File: src/shared/sfpi_consts.vh
`ifndef SFPI_CONSTS_VH
`define SFPI_CONSTS_VH

`define SFPI_LANE_SINGLE  2'h0
`define SFPI_LANE_DUAL    2'h1
`define SFPI_LANE_QUAD    2'h2

`define SFPI_STEP_SINGLE  4'h1
`define SFPI_STEP_DUAL    4'h2
`define SFPI_STEP_QUAD    4'h4
`define SFPI_BYTE_BITS    4'h8

`define SFPI_PAGE_BYTES   9'h100
`define SFPI_ARRAY_PAGES  13'h1000
`define SFPI_SECTORS      11'h400
`define SFPI_BLOCKS       7'h40
`define SFPI_SEC_PER_BLK  11'h010

`define SFPI_ERASE_SECTOR 2'h0
`define SFPI_ERASE_32K    2'h1
`define SFPI_ERASE_64K    2'h2
`define SFPI_ERASE_CHIP   2'h3

`define SFPI_PAGES_SECTOR 13'h0010
`define SFPI_PAGES_32K    13'h0080
`define SFPI_PAGES_64K    13'h0100

`define SFPI_FIFO_WIDTH   9
`define SFPI_FIFO_DEPTH   8
`define SFPI_FIFO_AW      3
`define SFPI_IDLE_BYTE    8'hff

`endif

File: src/core/sfpi_fifo.v
`timescale 1ns/1ns
`default_nettype none

module sfpi_fifo #(
  parameter W  = 9,
  parameter D  = 8,
  parameter AW = 3
) (
  input  wire          clk,
  input  wire          rst,
  input  wire [W-1:0]  in_data,
  input  wire          in_valid,
  output wire          in_ready,
  output reg  [W-1:0]  out_data_q,
  output reg           out_valid_q,
  input  wire          out_ready
);

  reg  [W-1:0] mem [0:D-1];
  reg  [AW-1:0] wr_q;
  reg  [AW-1:0] rd_q;
  reg  [AW:0]   cnt_q;
  wire          push;
  wire          pop;

  assign in_ready = (cnt_q != D[AW:0]);
  assign push     = in_valid & in_ready;
  // Refill the output register whenever it is empty or being taken
  assign pop      = (cnt_q != {(AW+1){1'b0}}) & (~out_valid_q | out_ready);

  always @(posedge clk) begin
    if (push) begin
      mem[wr_q] <= in_data;
    end
  end

  always @(posedge clk) begin
    if (rst) begin
      wr_q        <= {AW{1'b0}};
      rd_q        <= {AW{1'b0}};
      cnt_q       <= {(AW+1){1'b0}};
      out_valid_q <= 1'b0;
      out_data_q  <= {W{1'b0}};
    end else begin
      if (push) begin
        wr_q <= wr_q + 1'b1;
      end
      if (pop) begin
        out_data_q  <= mem[rd_q];
        out_valid_q <= 1'b1;
        rd_q        <= rd_q + 1'b1;
      end else if (out_ready) begin
        out_valid_q <= 1'b0;
      end
      if (push & ~pop) begin
        cnt_q <= cnt_q + 1'b1;
      end else if (pop & ~push) begin
        cnt_q <= cnt_q - 1'b1;
      end
    end
  end

endmodule // sfpi_fifo

`default_nettype wire

File: src/core/sfpi_core.v
`timescale 1ns/1ns
`default_nettype none
`include "sfpi_consts.vh"

module sfpi_core (
  input  wire        mclk,
  input  wire        rst,
  input  wire        cs_n_pin,
  input  wire        sclk_pin,
  input  wire        data_line_0_i,
  output reg         data_line_0_o,
  output reg         data_line_0_oe,
  input  wire        data_line_1_i,
  output reg         data_line_1_o,
  output reg         data_line_1_oe,
  input  wire        data_line_2_i,
  output reg         data_line_2_o,
  output reg         data_line_2_oe,
  input  wire        data_line_3_i,
  output reg         data_line_3_o,
  output reg         data_line_3_oe,
  input  wire        quad_enable_bit,
  input  wire [1:0]  status_lock_bits,
  input  wire        sector_granularity_bit,
  input  wire        top_bottom_select,
  input  wire        block_protect_field_2,
  input  wire        block_protect_field_1,
  input  wire        block_protect_field_0,
  input  wire [1:0]  lane_mode,
  input  wire        out_phase,
  input  wire        prog_phase,
  input  wire        busy_in,
  input  wire [7:0]  tx_data,
  input  wire        tx_valid,
  output reg         tx_ready_q,
  output wire [7:0]  rx_data,
  output wire        rx_first,
  output wire        rx_valid,
  input  wire        rx_ready,
  output reg         rx_overrun_q,
  output reg         armed_q,
  output reg         pause_q,
  output reg         standby_q,
  output reg         quad_refused_q,
  output reg         status_write_blocked_q,
  output reg         array_hw_protect_q,
  output reg         prot_valid_q,
  output reg  [9:0]  prot_lo_sector_q,
  output reg  [9:0]  prot_hi_sector_q,
  output reg  [8:0]  prog_count_q,
  input  wire [1:0]  erase_kind,
  input  wire [19:0] erase_addr,
  output reg  [11:0] erase_first_page_q,
  output reg  [12:0] erase_page_count_q
);

  wire [5:0] raw_pins;
  reg  [5:0] meta_q;
  reg  [5:0] sync_q;
  reg        sclk_prev_q;
  reg        cs_prev_q;

  assign raw_pins = {data_line_3_i, data_line_2_i, data_line_1_i,
                     data_line_0_i, sclk_pin, cs_n_pin};

  // Two-stage synchronisers; the link clock is only a sampled input
  genvar gi;
  generate
    for (gi = 0; gi < 6; gi = gi + 1) begin : g_sync
      always @(posedge mclk) begin
        if (rst) begin
          meta_q[gi] <= 1'b0;
          sync_q[gi] <= 1'b0;
        end else begin
          meta_q[gi] <= raw_pins[gi];
          sync_q[gi] <= meta_q[gi];
        end
      end
    end
  endgenerate

  wire       cs_n_s   = sync_q[0];
  wire       sclk_s   = sync_q[1];
  wire [3:0] lines_s  = sync_q[5:2];
  wire       sel      = ~cs_n_s;
  wire       sclk_up  = sclk_s & ~sclk_prev_q;
  wire       sclk_dn  = ~sclk_s & sclk_prev_q;
  // Edge regs reset low, so only a high level really seen can fall
  wire       cs_fall  = cs_prev_q & ~cs_n_s;
  wire       active   = sel & armed_q & ~pause_q;

  reg  [1:0] eff_mode;
  reg  [3:0] step;
  reg  [3:0] oe_pat;

  always @* begin
    eff_mode = lane_mode;
    if (lane_mode == `SFPI_LANE_QUAD && !quad_enable_bit) begin
      eff_mode = `SFPI_LANE_SINGLE;
    end
    case (eff_mode)
      `SFPI_LANE_DUAL: begin
        step   = `SFPI_STEP_DUAL;
        oe_pat = 4'h3;
      end
      `SFPI_LANE_QUAD: begin
        step   = `SFPI_STEP_QUAD;
        oe_pat = 4'hf;
      end
      default: begin
        step   = `SFPI_STEP_SINGLE;
        oe_pat = 4'h2;
      end
    endcase
  end

  always @(posedge mclk) begin
    if (rst) begin
      sclk_prev_q <= 1'b0;
      cs_prev_q   <= 1'b0;
      armed_q     <= 1'b0;
      standby_q   <= 1'b0;
    end else begin
      sclk_prev_q <= sclk_s;
      cs_prev_q   <= cs_n_s;
      if (cs_fall) begin
        armed_q <= 1'b1;
      end
      standby_q <= ~sel & ~busy_in;
    end
  end

  // Pause changes only while the clock is low or on deselect, so a pin edge during a
  // high clock phase is simply picked up at the next low phase.
  always @(posedge mclk) begin
    if (rst) begin
      pause_q <= 1'b0;
    end else if (!sel) begin
      pause_q <= 1'b0;
    end else if (!sclk_s) begin
      pause_q <= armed_q & ~quad_enable_bit & ~lines_s[3];
    end
  end

  always @(posedge mclk) begin
    if (rst) begin
      quad_refused_q <= 1'b0;
    end else begin
      quad_refused_q <= (lane_mode == `SFPI_LANE_QUAD) & ~quad_enable_bit;
    end
  end

  reg  [7:0] in_sr_q;
  reg  [3:0] in_cnt_q;
  reg        push_q;
  reg  [7:0] push_byte_q;
  reg        push_first_q;
  reg        first_q;
  reg  [7:0] in_next;
  reg  [3:0] in_sum;

  always @* begin
    case (eff_mode)
      `SFPI_LANE_DUAL: in_next = {in_sr_q[5:0], lines_s[1:0]};
      `SFPI_LANE_QUAD: in_next = {in_sr_q[3:0], lines_s[3:0]};
      default:         in_next = {in_sr_q[6:0], lines_s[0]};
    endcase
    in_sum = in_cnt_q + step;
  end

  // Receive side: the counters hold still while paused and are cleared
  // only by deselect or a completed byte, which keeps the byte position across a pause.
  always @(posedge mclk) begin
    if (rst) begin
      in_sr_q      <= 8'h00;
      in_cnt_q     <= 4'h0;
      push_q       <= 1'b0;
      push_byte_q  <= 8'h00;
      push_first_q <= 1'b0;
      first_q      <= 1'b0;
    end else begin
      push_q <= 1'b0;
      if (!sel) begin
        in_cnt_q <= 4'h0;
        first_q  <= 1'b1;
      end else if (active & sclk_up & ~out_phase) begin
        in_sr_q <= in_next;
        if (in_sum == `SFPI_BYTE_BITS) begin
          in_cnt_q     <= 4'h0;
          push_q       <= 1'b1;
          push_byte_q  <= in_next;
          push_first_q <= first_q;
          first_q      <= 1'b0;
        end else begin
          in_cnt_q <= in_sum;
        end
      end
    end
  end

  reg  [7:0] out_sr_q;
  reg  [3:0] out_cnt_q;
  reg  [3:0] out_bits_q;
  reg  [7:0] out_cur;
  reg  [7:0] out_shift;

  always @* begin
    out_cur = out_sr_q;
    if (out_cnt_q == 4'h0) begin
      out_cur = tx_valid ? tx_data : `SFPI_IDLE_BYTE;
    end
    case (eff_mode)
      `SFPI_LANE_DUAL: out_shift = {out_cur[5:0], 2'b00};
      `SFPI_LANE_QUAD: out_shift = {out_cur[3:0], 4'h0};
      default:         out_shift = {out_cur[6:0], 1'b0};
    endcase
  end

  // Transmit side: a new byte is taken from tx only on the falling edge
  // that needs it; with nothing offered the line shows all ones.
  always @(posedge mclk) begin
    if (rst) begin
      out_sr_q   <= 8'h00;
      out_cnt_q  <= 4'h0;
      out_bits_q <= 4'h0;
      tx_ready_q <= 1'b0;
    end else begin
      tx_ready_q <= 1'b0;
      if (!sel) begin
        out_cnt_q <= 4'h0;
      end else if (active & sclk_dn & out_phase) begin
        if (out_cnt_q == 4'h0) begin
          tx_ready_q <= tx_valid;
          out_cnt_q  <= `SFPI_BYTE_BITS - step;
        end else begin
          out_cnt_q  <= out_cnt_q - step;
        end
        out_sr_q <= out_shift;
        case (eff_mode)
          `SFPI_LANE_DUAL: out_bits_q <= {2'b00, out_cur[7:6]};
          `SFPI_LANE_QUAD: out_bits_q <= out_cur[7:4];
          default:         out_bits_q <= {2'b00, out_cur[7], 1'b0};
        endcase
      end
    end
  end

  // Pin drive: enables only in an output phase of a live selection
  always @(posedge mclk) begin
    if (rst) begin
      data_line_0_o  <= 1'b0;
      data_line_1_o  <= 1'b0;
      data_line_2_o  <= 1'b0;
      data_line_3_o  <= 1'b0;
      data_line_0_oe <= 1'b0;
      data_line_1_oe <= 1'b0;
      data_line_2_oe <= 1'b0;
      data_line_3_oe <= 1'b0;
    end else begin
      data_line_0_o <= out_bits_q[0];
      data_line_1_o <= out_bits_q[1];
      data_line_2_o <= out_bits_q[2];
      data_line_3_o <= out_bits_q[3];
      if (active & out_phase) begin
        data_line_0_oe <= oe_pat[0];
        data_line_1_oe <= oe_pat[1];
        data_line_2_oe <= oe_pat[2];
        data_line_3_oe <= oe_pat[3];
      end else begin
        data_line_0_oe <= 1'b0;
        data_line_1_oe <= 1'b0;
        data_line_2_oe <= 1'b0;
        data_line_3_oe <= 1'b0;
      end
    end
  end

  wire fifo_ready;

  // A host cannot be stalled mid-byte, so a full buffer drops the byte
  // and flags it; the flag is cleared by the next selection.
  always @(posedge mclk) begin
    if (rst) begin
      rx_overrun_q <= 1'b0;
      prog_count_q <= 9'h000;
    end else begin
      if (push_q & ~fifo_ready) begin
        rx_overrun_q <= 1'b1;
      end else if (cs_fall) begin
        rx_overrun_q <= 1'b0;
      end
      if (cs_fall) begin
        prog_count_q <= 9'h000;
      end else if (push_q & fifo_ready & prog_phase &
                   (prog_count_q != `SFPI_PAGE_BYTES)) begin
        prog_count_q <= prog_count_q + 9'h001;
      end
    end
  end

  sfpi_fifo #(
    .W  (`SFPI_FIFO_WIDTH),
    .D  (`SFPI_FIFO_DEPTH),
    .AW (`SFPI_FIFO_AW)
  ) u_rx_fifo (
    .clk         (mclk),
    .rst         (rst),
    .in_data     ({push_first_q, push_byte_q}),
    .in_valid    (push_q),
    .in_ready    (fifo_ready),
    .out_data_q  ({rx_first, rx_data}),
    .out_valid_q (rx_valid),
    .out_ready   (rx_ready)
  );

  wire [2:0]  bp_field = {block_protect_field_2, block_protect_field_1,
                          block_protect_field_0};
  wire [2:0]  bp_shift = bp_field - 3'h1;
  wire        wp_low   = ~lines_s[2] & ~quad_enable_bit;
  wire        hw_lock  = status_lock_bits[0] & wp_low;
  reg  [10:0] prot_size;

  always @* begin
    if (sector_granularity_bit) begin
      prot_size = 11'h001 << bp_shift;
    end else begin
      prot_size = `SFPI_SEC_PER_BLK << bp_shift;
    end
    if (prot_size > `SFPI_SECTORS) begin
      prot_size = `SFPI_SECTORS;
    end
  end

  always @(posedge mclk) begin
    if (rst) begin
      status_write_blocked_q <= 1'b0;
      array_hw_protect_q     <= 1'b0;
      prot_valid_q           <= 1'b0;
      prot_lo_sector_q       <= 10'h000;
      prot_hi_sector_q       <= 10'h000;
    end else begin
      status_write_blocked_q <= hw_lock | status_lock_bits[1];
      prot_valid_q           <= (bp_field != 3'h0);
      array_hw_protect_q     <= (bp_field != 3'h0) & hw_lock;
      if (top_bottom_select) begin
        prot_lo_sector_q <= 10'h000;
        prot_hi_sector_q <= prot_size[9:0] - 10'h001;
      end else begin
        prot_lo_sector_q <= 10'h000 - prot_size[9:0];
        prot_hi_sector_q <= 10'h3ff;
      end
    end
  end

  reg [12:0] erase_pages;

  always @* begin
    case (erase_kind)
      `SFPI_ERASE_SECTOR: erase_pages = `SFPI_PAGES_SECTOR;
      `SFPI_ERASE_32K:    erase_pages = `SFPI_PAGES_32K;
      `SFPI_ERASE_64K:    erase_pages = `SFPI_PAGES_64K;
      default:            erase_pages = `SFPI_ARRAY_PAGES;
    endcase
  end

  always @(posedge mclk) begin
    if (rst) begin
      erase_first_page_q <= 12'h000;
      erase_page_count_q <= 13'h0000;
    end else begin
      erase_page_count_q <= erase_pages;
      erase_first_page_q <= erase_addr[19:8] &
                            ~(erase_pages[11:0] - 12'h001);
    end
  end

endmodule // sfpi_core

`default_nettype wire

File: config.mk
export PLATFORM = sky130hd
export DESIGN_NAME = sfpi_core
export DESIGN_NICKNAME = d
export VERILOG_FILES = /design/src/core/sfpi_fifo.v /design/src/core/sfpi_core.v
export VERILOG_INCLUDE_DIRS = /design/src /design/src/shared
export SDC_FILE = /design/constraint.sdc
export NUM_CORES = 1
export LEC_CHECK = 0
export BUFFER_PORTS_ARGS = -buffer_cell sky130_fd_sc_hd__buf_2
export CORE_ASPECT_RATIO = 1.4
export CORE_MARGIN = 2
export CORE_UTILIZATION = 56
export DETAILED_ROUTE_END_ITERATION = 8
export HOLD_SLACK_MARGIN = 0.1
export PLACE_DENSITY = 0.79
export SLEW_MARGIN = 20
export SYNTH_ARGS = -nofsm -noshare
export SYNTH_HDL_FRONTEND = slang
export SYNTH_SLANG_ARGS = --single-unit
File: constraint.sdc
create_clock -name mclk -period 3.35 [get_ports mclk]
set_input_delay 0.5025 -clock mclk [delete_from_list [all_inputs] [get_ports mclk]]
set_output_delay 0.5025 -clock mclk [all_outputs]
set_load 0.05 [all_outputs]
==> metrics.md, run 1 <==
| Metric | Value |
|---|---|
| Vias in the first global route | `5,579` |
| Final hold vios | `0` |
| Most common cell after layout, fill and taps aside | `dfxtp_1` |
| Final instance area | `9480 sq um` |
| Startpoint Class | `flop` |
| Layout cell share with drive strength beyond 1 | `24.5%` |
| Clk sinks | `200` |
| Setup crit end kind | `flop` |
| Nets | `888` |
| Post-CTS Setup Inserts | `0` |
| Post-synthesis async set-or-reset flop share | `0%` |
| Num CTS Buffers | `17` |
| Hold depth | `2` |
| # DRC | `0` |
| Critical Path RT | `3710 ps` |
| Final Skew | `17.5 ps` |
| Dpl ws | `360 ps` |
| CP Launch Point | `u_rx_fifo.cnt_q[0]` |
| CP arrival | `3260 ps` |
| Final Cycle Share | `86.8%` |
| PnR Total Power | `6.11 mW` |
| Total die area | `15,600 sq um` |
| Congestion Overflow GR | `0` |
| Top FF cell, synth | `dfxtp_1` |
| Clock power share | `33.9%` |
| CTS Buffer Depth | `2` |
| WL/cell | `16.2 microns` |
| Yosys reg bits | `200` |
| Fill count | `1,089` |
| CTS hold repair buffers | `0` |
| Slew at the pin with the worst max-slew slack | `986 ps` |
| Final Routed Wirelength | `16,400 microns` |
| Detailed Route Iter0 Violations | `328` |
| DP HPWL | `11,200 microns` |
| Gate power share | `21.5%` |
| First-pass GRT wire length | `27,000 microns` |
| Crit-path max FO | `8` |
| Flop-to-flop setup slack | `440 ps` |
| FF-to-FF Start | `u_rx_fifo.cnt_q[0]` |
| Largest net degree at the start of global routing | `58` |
| Status | `finished, final reports clean` |
| Netlist cell types | `65` |
| Die Ht | `147 microns` |
| TNS Setup | `0 ps` |
| Mapped Cells | `709` |
| Yosys warns | `0` |
| Initial core utilization | `56.7%` |
| Global Route Usage Sum | `21.9%` |
| Placed Area | `8860 sq um` |
| Via count | `5,574` |
| Fmax | `344 MHz` |
| CTS H-tree lvls | `4` |
| Critical path class | `flop to flop` |
| P_leak | `3.96 nW` |
| Max Transition Viols Final | `0` |
| DR pass1 iterations | `5` |
| CTS root buf | `clkbuf_16` |
| Worst-Skew Late Latency | `430 ps` |
| Row cnt | `52` |
| Worst r2r path cells | `12` |
| Most frequent cells in the layout | `128 x dfxtp_1, 108 x buf_2, 73 x nor2_1` |
| Fin worst setup slack | `444 ps` |
| Switching part of the total power | `29.2%` |
| Hold Path End | `standby_q` |
| Diodes inserted | `0` |
| Clock slew seen by the registers of the worst setup and hold paths | `70 ps` |
| Worst hold path type | `input pin to flop` |
| Placer Congestion | `0.844` |
| TritonCTS clock tree | `yes` |
| Via density | `5.48` |
| Routed Antenna Nets | `0` |
| MaxCap Viol Count | `0` |
| Post-cts resize count | `0` |
| Core region area | `14,400 sq um` |
| Min cycle time layout | `2910 ps` |
| Setup-failing EPs final | `0` |
| RSZ-0062 raised after global routing | `false` |
| DIE WIDTH | `106 microns` |
| Peak VDD IR | `0.000407 V` |
| I/O pin count | `134` |
| Hold Startpoint | `busy_in` |
| Area Growth Syn to Fin | `16.2%` |
| Seq/Total Area, Yosys | `57.9%` |
| PwrDens | `644 nW/um^2` |
| Syn Area/Cell | `11.5 sq um` |
| Number of synthesized flops with an enable pin | `72` |
| Pint | `4.32 mW` |
| PortBufs | `108` |
| Reg2reg end | `u_rx_fifo.cnt_q[3]` |
| Psw | `1.79 mW` |
| Slew HR | `33.9%` |
| Reg power frac | `44.6%` |
| Mapped Area | `8150 sq um` |
| Antenna violations before repair | `0` |
## layout make-up
class	instances	area (sq um)	share of cell area (%)
inverter	29	109	1.15
tap	189	236	2.50
sequential	200	4720	49.9
timing repair buffer	126	688	7.26
clock buffer	22	528	5.57
multi-input combinational	441	3100	32.7
clock inverter	10	92.6	0.977
## sequential cells by signal, indices dropped and copies added, names as in the netlist, 3 cells and up
| name | flops |
|---|---|
| prot_hi_sector_q | 10 |
| prot_lo_sector_q | 10 |
| u_rx_fifo.mem | 72 |
| lines_s | 4 |
| out_cnt_q | 4 |
| u_rx_fifo.cnt_q | 4 |
| out_bits_q | 4 |
| u_rx_fifo.out_data_q | 9 |
| erase_first_page_q | 8 |
| out_sr_q | 7 |
| in_sr_q | 7 |
| prog_count_q | 9 |
| push_byte_q | 8 |
| u_rx_fifo.rd_q | 3 |
| u_rx_fifo.wr_q | 3 |
| erase_page_count_q | 4 |
| in_cnt_q | 4 |
| meta_q | 6 |
## routing by layer
layer / GRT usage [%] / wire length (microns)
met1: 26.4 / 6570
met2: 39.0 / 8730
met3: 4.66 / 869
met4: 7.17 / 273
met5: 0 / 0
## critical path: stages (launching register included)
cell and delay (ps):
dfxtp_1 380, nor4b_2 320, buf_4 170, nand2b_1 330, inv_2 150, ha_1 240
inv_1 120, ha_1 240, a21o_1 180, a21oi_1 160, xnor2_1 90, or3_1 310
a21oi_1 140
## logic make-up after synthesis
kind of cell,count (synthesis),synth area share [%]
AND/OR/NAND/NOR,221,14.1
AO/OA/AOI/OAI,126,9.68
XOR/XNOR,20,2.24
multiplexers,41,7.83
buffers and inverters,80,4.79
other,1,0.0460
flip-flops,200,57.9
adder cells (fa/ha/maj),20,3.35
## per-stage QoR
stage | std cells | hold WS [ps] | utilization (%)
floorplan | 721 | 414 | -
global placement | 985 | 421 | 61.6
detailed placement | 985 | 427 | 61.6
CTS | 1017 | 222 | 65.9
global route | 1017 | 226 | 65.9
finish | 1017 | 234 | 65.9
## synthesized netlist by cell type (all sizes together) (3+ instances only)
cell type | n | area share [%]
a211oi | 3 | 0.28
a21o | 6 | 0.55
a21oi | 58 | 3.6
a221oi | 4 | 0.43
a22o | 3 | 0.32
a22oi | 6 | 0.55
a31oi | 10 | 1.2
and2 | 9 | 0.69
and3 | 7 | 0.55
buf | 31 | 2.5
clkbuf | 20 | 0.92
dfxtp | 128 | 31
edfxtp | 72 | 27
fa | 3 | 0.74
ha | 17 | 2.6
inv | 28 | 1.3
mux2i | 21 | 2.6
mux4 | 18 | 5.0
nand2 | 35 | 1.6
nand2b | 9 | 0.69
nand3 | 16 | 1.0
nand4 | 3 | 0.31
nor2 | 77 | 3.7
nor2b | 24 | 1.8
nor3 | 18 | 1.1
nor3b | 6 | 0.68
nor4 | 3 | 0.41
nor4b | 5 | 0.61
o21ai | 22 | 1.4
or2 | 3 | 0.23
or3 | 3 | 0.23
xnor2 | 11 | 1.2
xor2 | 9 | 1.1
## power by group through the flow
stage / Sequential (mW) / Combinational [mW] / Clock [mW]
2_1_floorplan: 2.95 / 0.875 / 0
3_3_place_gp: 2.77 / 1.29 / 0
3_5_place_dp: 2.78 / 1.32 / 0
4_1_cts: 2.73 / 1.33 / 2.10
5_1_grt: 2.74 / 1.44 / 2.19
6_report: 2.72 / 1.32 / 2.07
## worst max-delay path by stage
stage	end	cells after the start
after floorplan	prot_hi_sector_q[6]	14
after global placement	push_byte_q[7]	12
after detailed placement	push_byte_q[7]	12
after CTS	u_rx_fifo.cnt_q[3]	12
after global routing	u_rx_fifo.cnt_q[3]	12
final	u_rx_fifo.cnt_q[3]	12
Power figures use the tool's default switching activity.
==> inputs of run 2 (changes only) <==
--- a/config.mk
+++ b/config.mk
@@ -9,10 +9,10 @@
 export BUFFER_PORTS_ARGS = -buffer_cell sky130_fd_sc_hd__buf_2
 export CORE_ASPECT_RATIO = 1.4
 export CORE_MARGIN = 2
-export CORE_UTILIZATION = 56
+export CORE_UTILIZATION = 51
 export DETAILED_ROUTE_END_ITERATION = 8
 export HOLD_SLACK_MARGIN = 0.1
-export PLACE_DENSITY = 0.79
+export PLACE_DENSITY = 0.76
 export SLEW_MARGIN = 20
 export SYNTH_ARGS = -nofsm -noshare
 export SYNTH_HDL_FRONTEND = slang
==> constraint.sdc (replaced) <==
create_clock -name mclk -period 2.65 [get_ports mclk]
set_input_delay 0.3975 -clock mclk [delete_from_list [all_inputs] [get_ports mclk]]
set_output_delay 0.3975 -clock mclk [all_outputs]
set_load 0.05 [all_outputs]
==> run 2 against run 1 <==
Against the previous run: first-iteration DRC count decreased by 5.2%; cell count increased by 2.1%; cell area increased by 0.95%; via count decreased by 0.48%; non-clock buffer count increased by 14; global-route usage decreased by 2.0 points; largest power group unchanged; highest routed layer unchanged.
==> metrics.md, run 2 (synthesized netlist as in run 1, its figures left out) <==
| Metric | Value |
|---|---|
| Critical path class | `flop to flop` |
| Layout cell share with drive strength beyond 1 | `25.8% (+1.3 points)` |
| TNS Setup | `0 ps (unchanged)` |
| CP arrival | `2840 ps (-420 ps)` |
| DR pass1 iterations | `4 (-1)` |
| Largest net degree at the start of global routing | `44 (-24%)` |
| Congestion Overflow GR | `0 (unchanged)` |
| Nets | `902 (+1.6%)` |
| Diodes inserted | `0 (unchanged)` |
| Worst hold path type | `input pin to flop` |
| TritonCTS clock tree | `yes` |
| Fmax | `405 MHz (+18%)` |
| DIE WIDTH | `111 microns (+4.6%)` |
| Final hold vios | `0 (unchanged)` |
| WL/cell | `15.8 microns (-2.1%)` |
| FF-to-FF Start | `u_rx_fifo.cnt_q[1]` |
| Util after Layout | `61.3% (-4.6 points)` |
| Crit-path max FO | `5 (-3)` |
| Most common cell after layout, fill and taps aside | `dfxtp_1` |
| Setup-failing EPs final | `0 (unchanged)` |
| Initial core utilization | `52.2% (-4.5 points)` |
| Fin worst setup slack | `182 ps (-262 ps)` |
| Clock slew seen by the registers of the worst setup and hold paths | `80 ps (about the same)` |
| Status | `finished, final reports clean` |
| PortBufs | `108 (unchanged)` |
| Final Routed Wirelength | `16,400 microns (about the same)` |
| # DRC | `0 (unchanged)` |
| Peak VDD IR | `0.000797 V (+96%)` |
| Slew at the pin with the worst max-slew slack | `655 ps (-331 ps)` |
| DP HPWL | `11,300 microns (+1.3%)` |
| Worst-Skew Late Latency | `430 ps (about the same)` |
| Critical Path RT | `3020 ps (-690 ps)` |
| Startpoint Class | `flop` |
| I/O pin count | `134 (unchanged)` |
| Max Transition Viols Final | `0 (unchanged)` |
| Area Growth Syn to Fin | `17.3%` |
| Top Registers | `u_rx_fifo.mem (72), prot_hi_sector_q (10), prot_lo_sector_q (10)` |
| First-pass GRT wire length | `27,300 microns (+1.1%)` |
| Hold Startpoint | `lane_mode[0]` |
| CTS root buf | `clkbuf_16` |
| Vias in the first global route | `5,496 (-1.5%)` |
| Min cycle time layout | `2470 ps (-438 ps)` |
| Final Cycle Share | `93.1% (+6.4 points)` |
| Dpl ws | `142 ps (-218 ps)` |
| Biggest register | `u_rx_fifo.mem` |
| Num CTS Buffers | `17 (unchanged)` |
| Setup crit end kind | `flop` |
| Max reg flops | `72 (unchanged)` |
| Clk sinks | `200 (unchanged)` |
| Antenna violations before repair | `0 (unchanged)` |
| Most frequent cells in the layout | `127 x dfxtp_1, 108 x buf_2, 73 x nor2_1` |
| FF+latch area | `4730 sq um (about the same)` |
| Slew HR | `56.3% (+22 points)` |
| CP Launch Point | `u_rx_fifo.cnt_q[1]` |
| Global Route Usage Sum | `20.0% (-2.0 points)` |
| Final Skew | `9.84 ps (-7.67 ps)` |
| CTS Buffer Depth | `2 (unchanged)` |
| Die Ht | `154 microns (+4.7%)` |
| Row cnt | `54 (+3.8%)` |
| Core region area | `15,600 sq um (+8.5%)` |
| CTS H-tree lvls | `4 (unchanged)` |
| Placed Area | `8960 sq um (+1.2%)` |
| Routed Antenna Nets | `0 (unchanged)` |
| Via density | `5.34 (-2.5%)` |
| MaxCap Viol Count | `0 (unchanged)` |
| Placer Congestion | `0.902 (+6.9%)` |
| Detailed Route Iter0 Violations | `311 (-5.2%)` |
| Via count | `5,547 (-0.48%)` |
| P_leak | `4.03 nW (+1.6%)` |
| Final instance area | `9570 sq um (+0.95%)` |
| Area of the multi-input gates | `3110 sq um (+0.40%)` |
| Post-CTS Setup Inserts | `0 (unchanged)` |
| Total die area | `17,000 sq um (+9.5%)` |
| Fill count | `1,279 (+17%)` |
| PwrDens | `803 nW/um^2 (+25%)` |
-- run 2: cell count changes in the layout (fill, tap and decap cells not counted), moves of 2 or more --
cell       delta
buf_4        +13
clkbuf_16     -3
clkbuf_8      -2
clkinv_2      +2
inv_8         +2
nor3_1        +3
nor3_2        -3
-- run 2: metrics by stage --
| stage | cells | power, mW | hold slack (ps) |
|---|---|---|---|
| 2_1_floorplan | 721 | 4.85 | 414 |
| 3_3_place_gp | 1005 | 5.15 | 416 |
| 3_5_place_dp | 1005 | 5.18 | 428 |
| 4_1_cts | 1038 | 7.72 | 125 |
| 5_1_grt | 1038 | 8.01 | 146 |
| 6_report | 1038 | 7.69 | 143 |
-- run 2: report_power, final --
group	internal [mW]	leakage, nW	switching (mW)
clock	1.34	0.284	1.21
sequential	3.30	1.76	0.100
combinational	0.729	1.99	1.01
-- run 2: layout make-up --
type | instances | share of cell area, %
multi-input cells | 441 | 32.5
clock buffers | 17 | 4.45
inverters | 29 | 1.14
clock inverters | 15 | 1.62
flip-flops and latches | 200 | 49.4
repair buffers | 140 | 8.32
well taps | 196 | 2.56
-- run 2: path summary, 6_finish.rpt --
check | end | slack [ps] | cells after the start
min reg2reg | lines_s[2] | 440 | 1
min | quad_refused_q | 140 | 2
max | u_rx_fifo.cnt_q[3] | 180 | 11
max reg2reg | u_rx_fifo.cnt_q[3] | 180 | 11
-- run 2: worst max-delay path: stages (launching register included) --
cell      delay [ps]
dfxtp_1          390
nor4b_4          320
nand2b_1         190
inv_2             60
ha_1             200
inv_1            120
ha_1             250
a21o_1           170
a21oi_1          180
xnor2_1           90
or3_1            300
a21oi_1          140
-- run 2: routing by layer --
layer / vias to the layer above / GRT usage [%] / share of wire [%]
met5: - / 0 / 0
met4: 0 / 6.85 / 1.2
met3: 14 / 4.45 / 3.7
met2: 118 / 36.2 / 55
met1: 2686 / 23.3 / 41
li1: 2729 / - / -
-- run 2: what timing repair did --
action	4_1_cts	5_1_grt
resized for setup	0	3
hold endpoints to repair	1	0
endpoints found under the setup margin	0	1
hold buffers	1	0
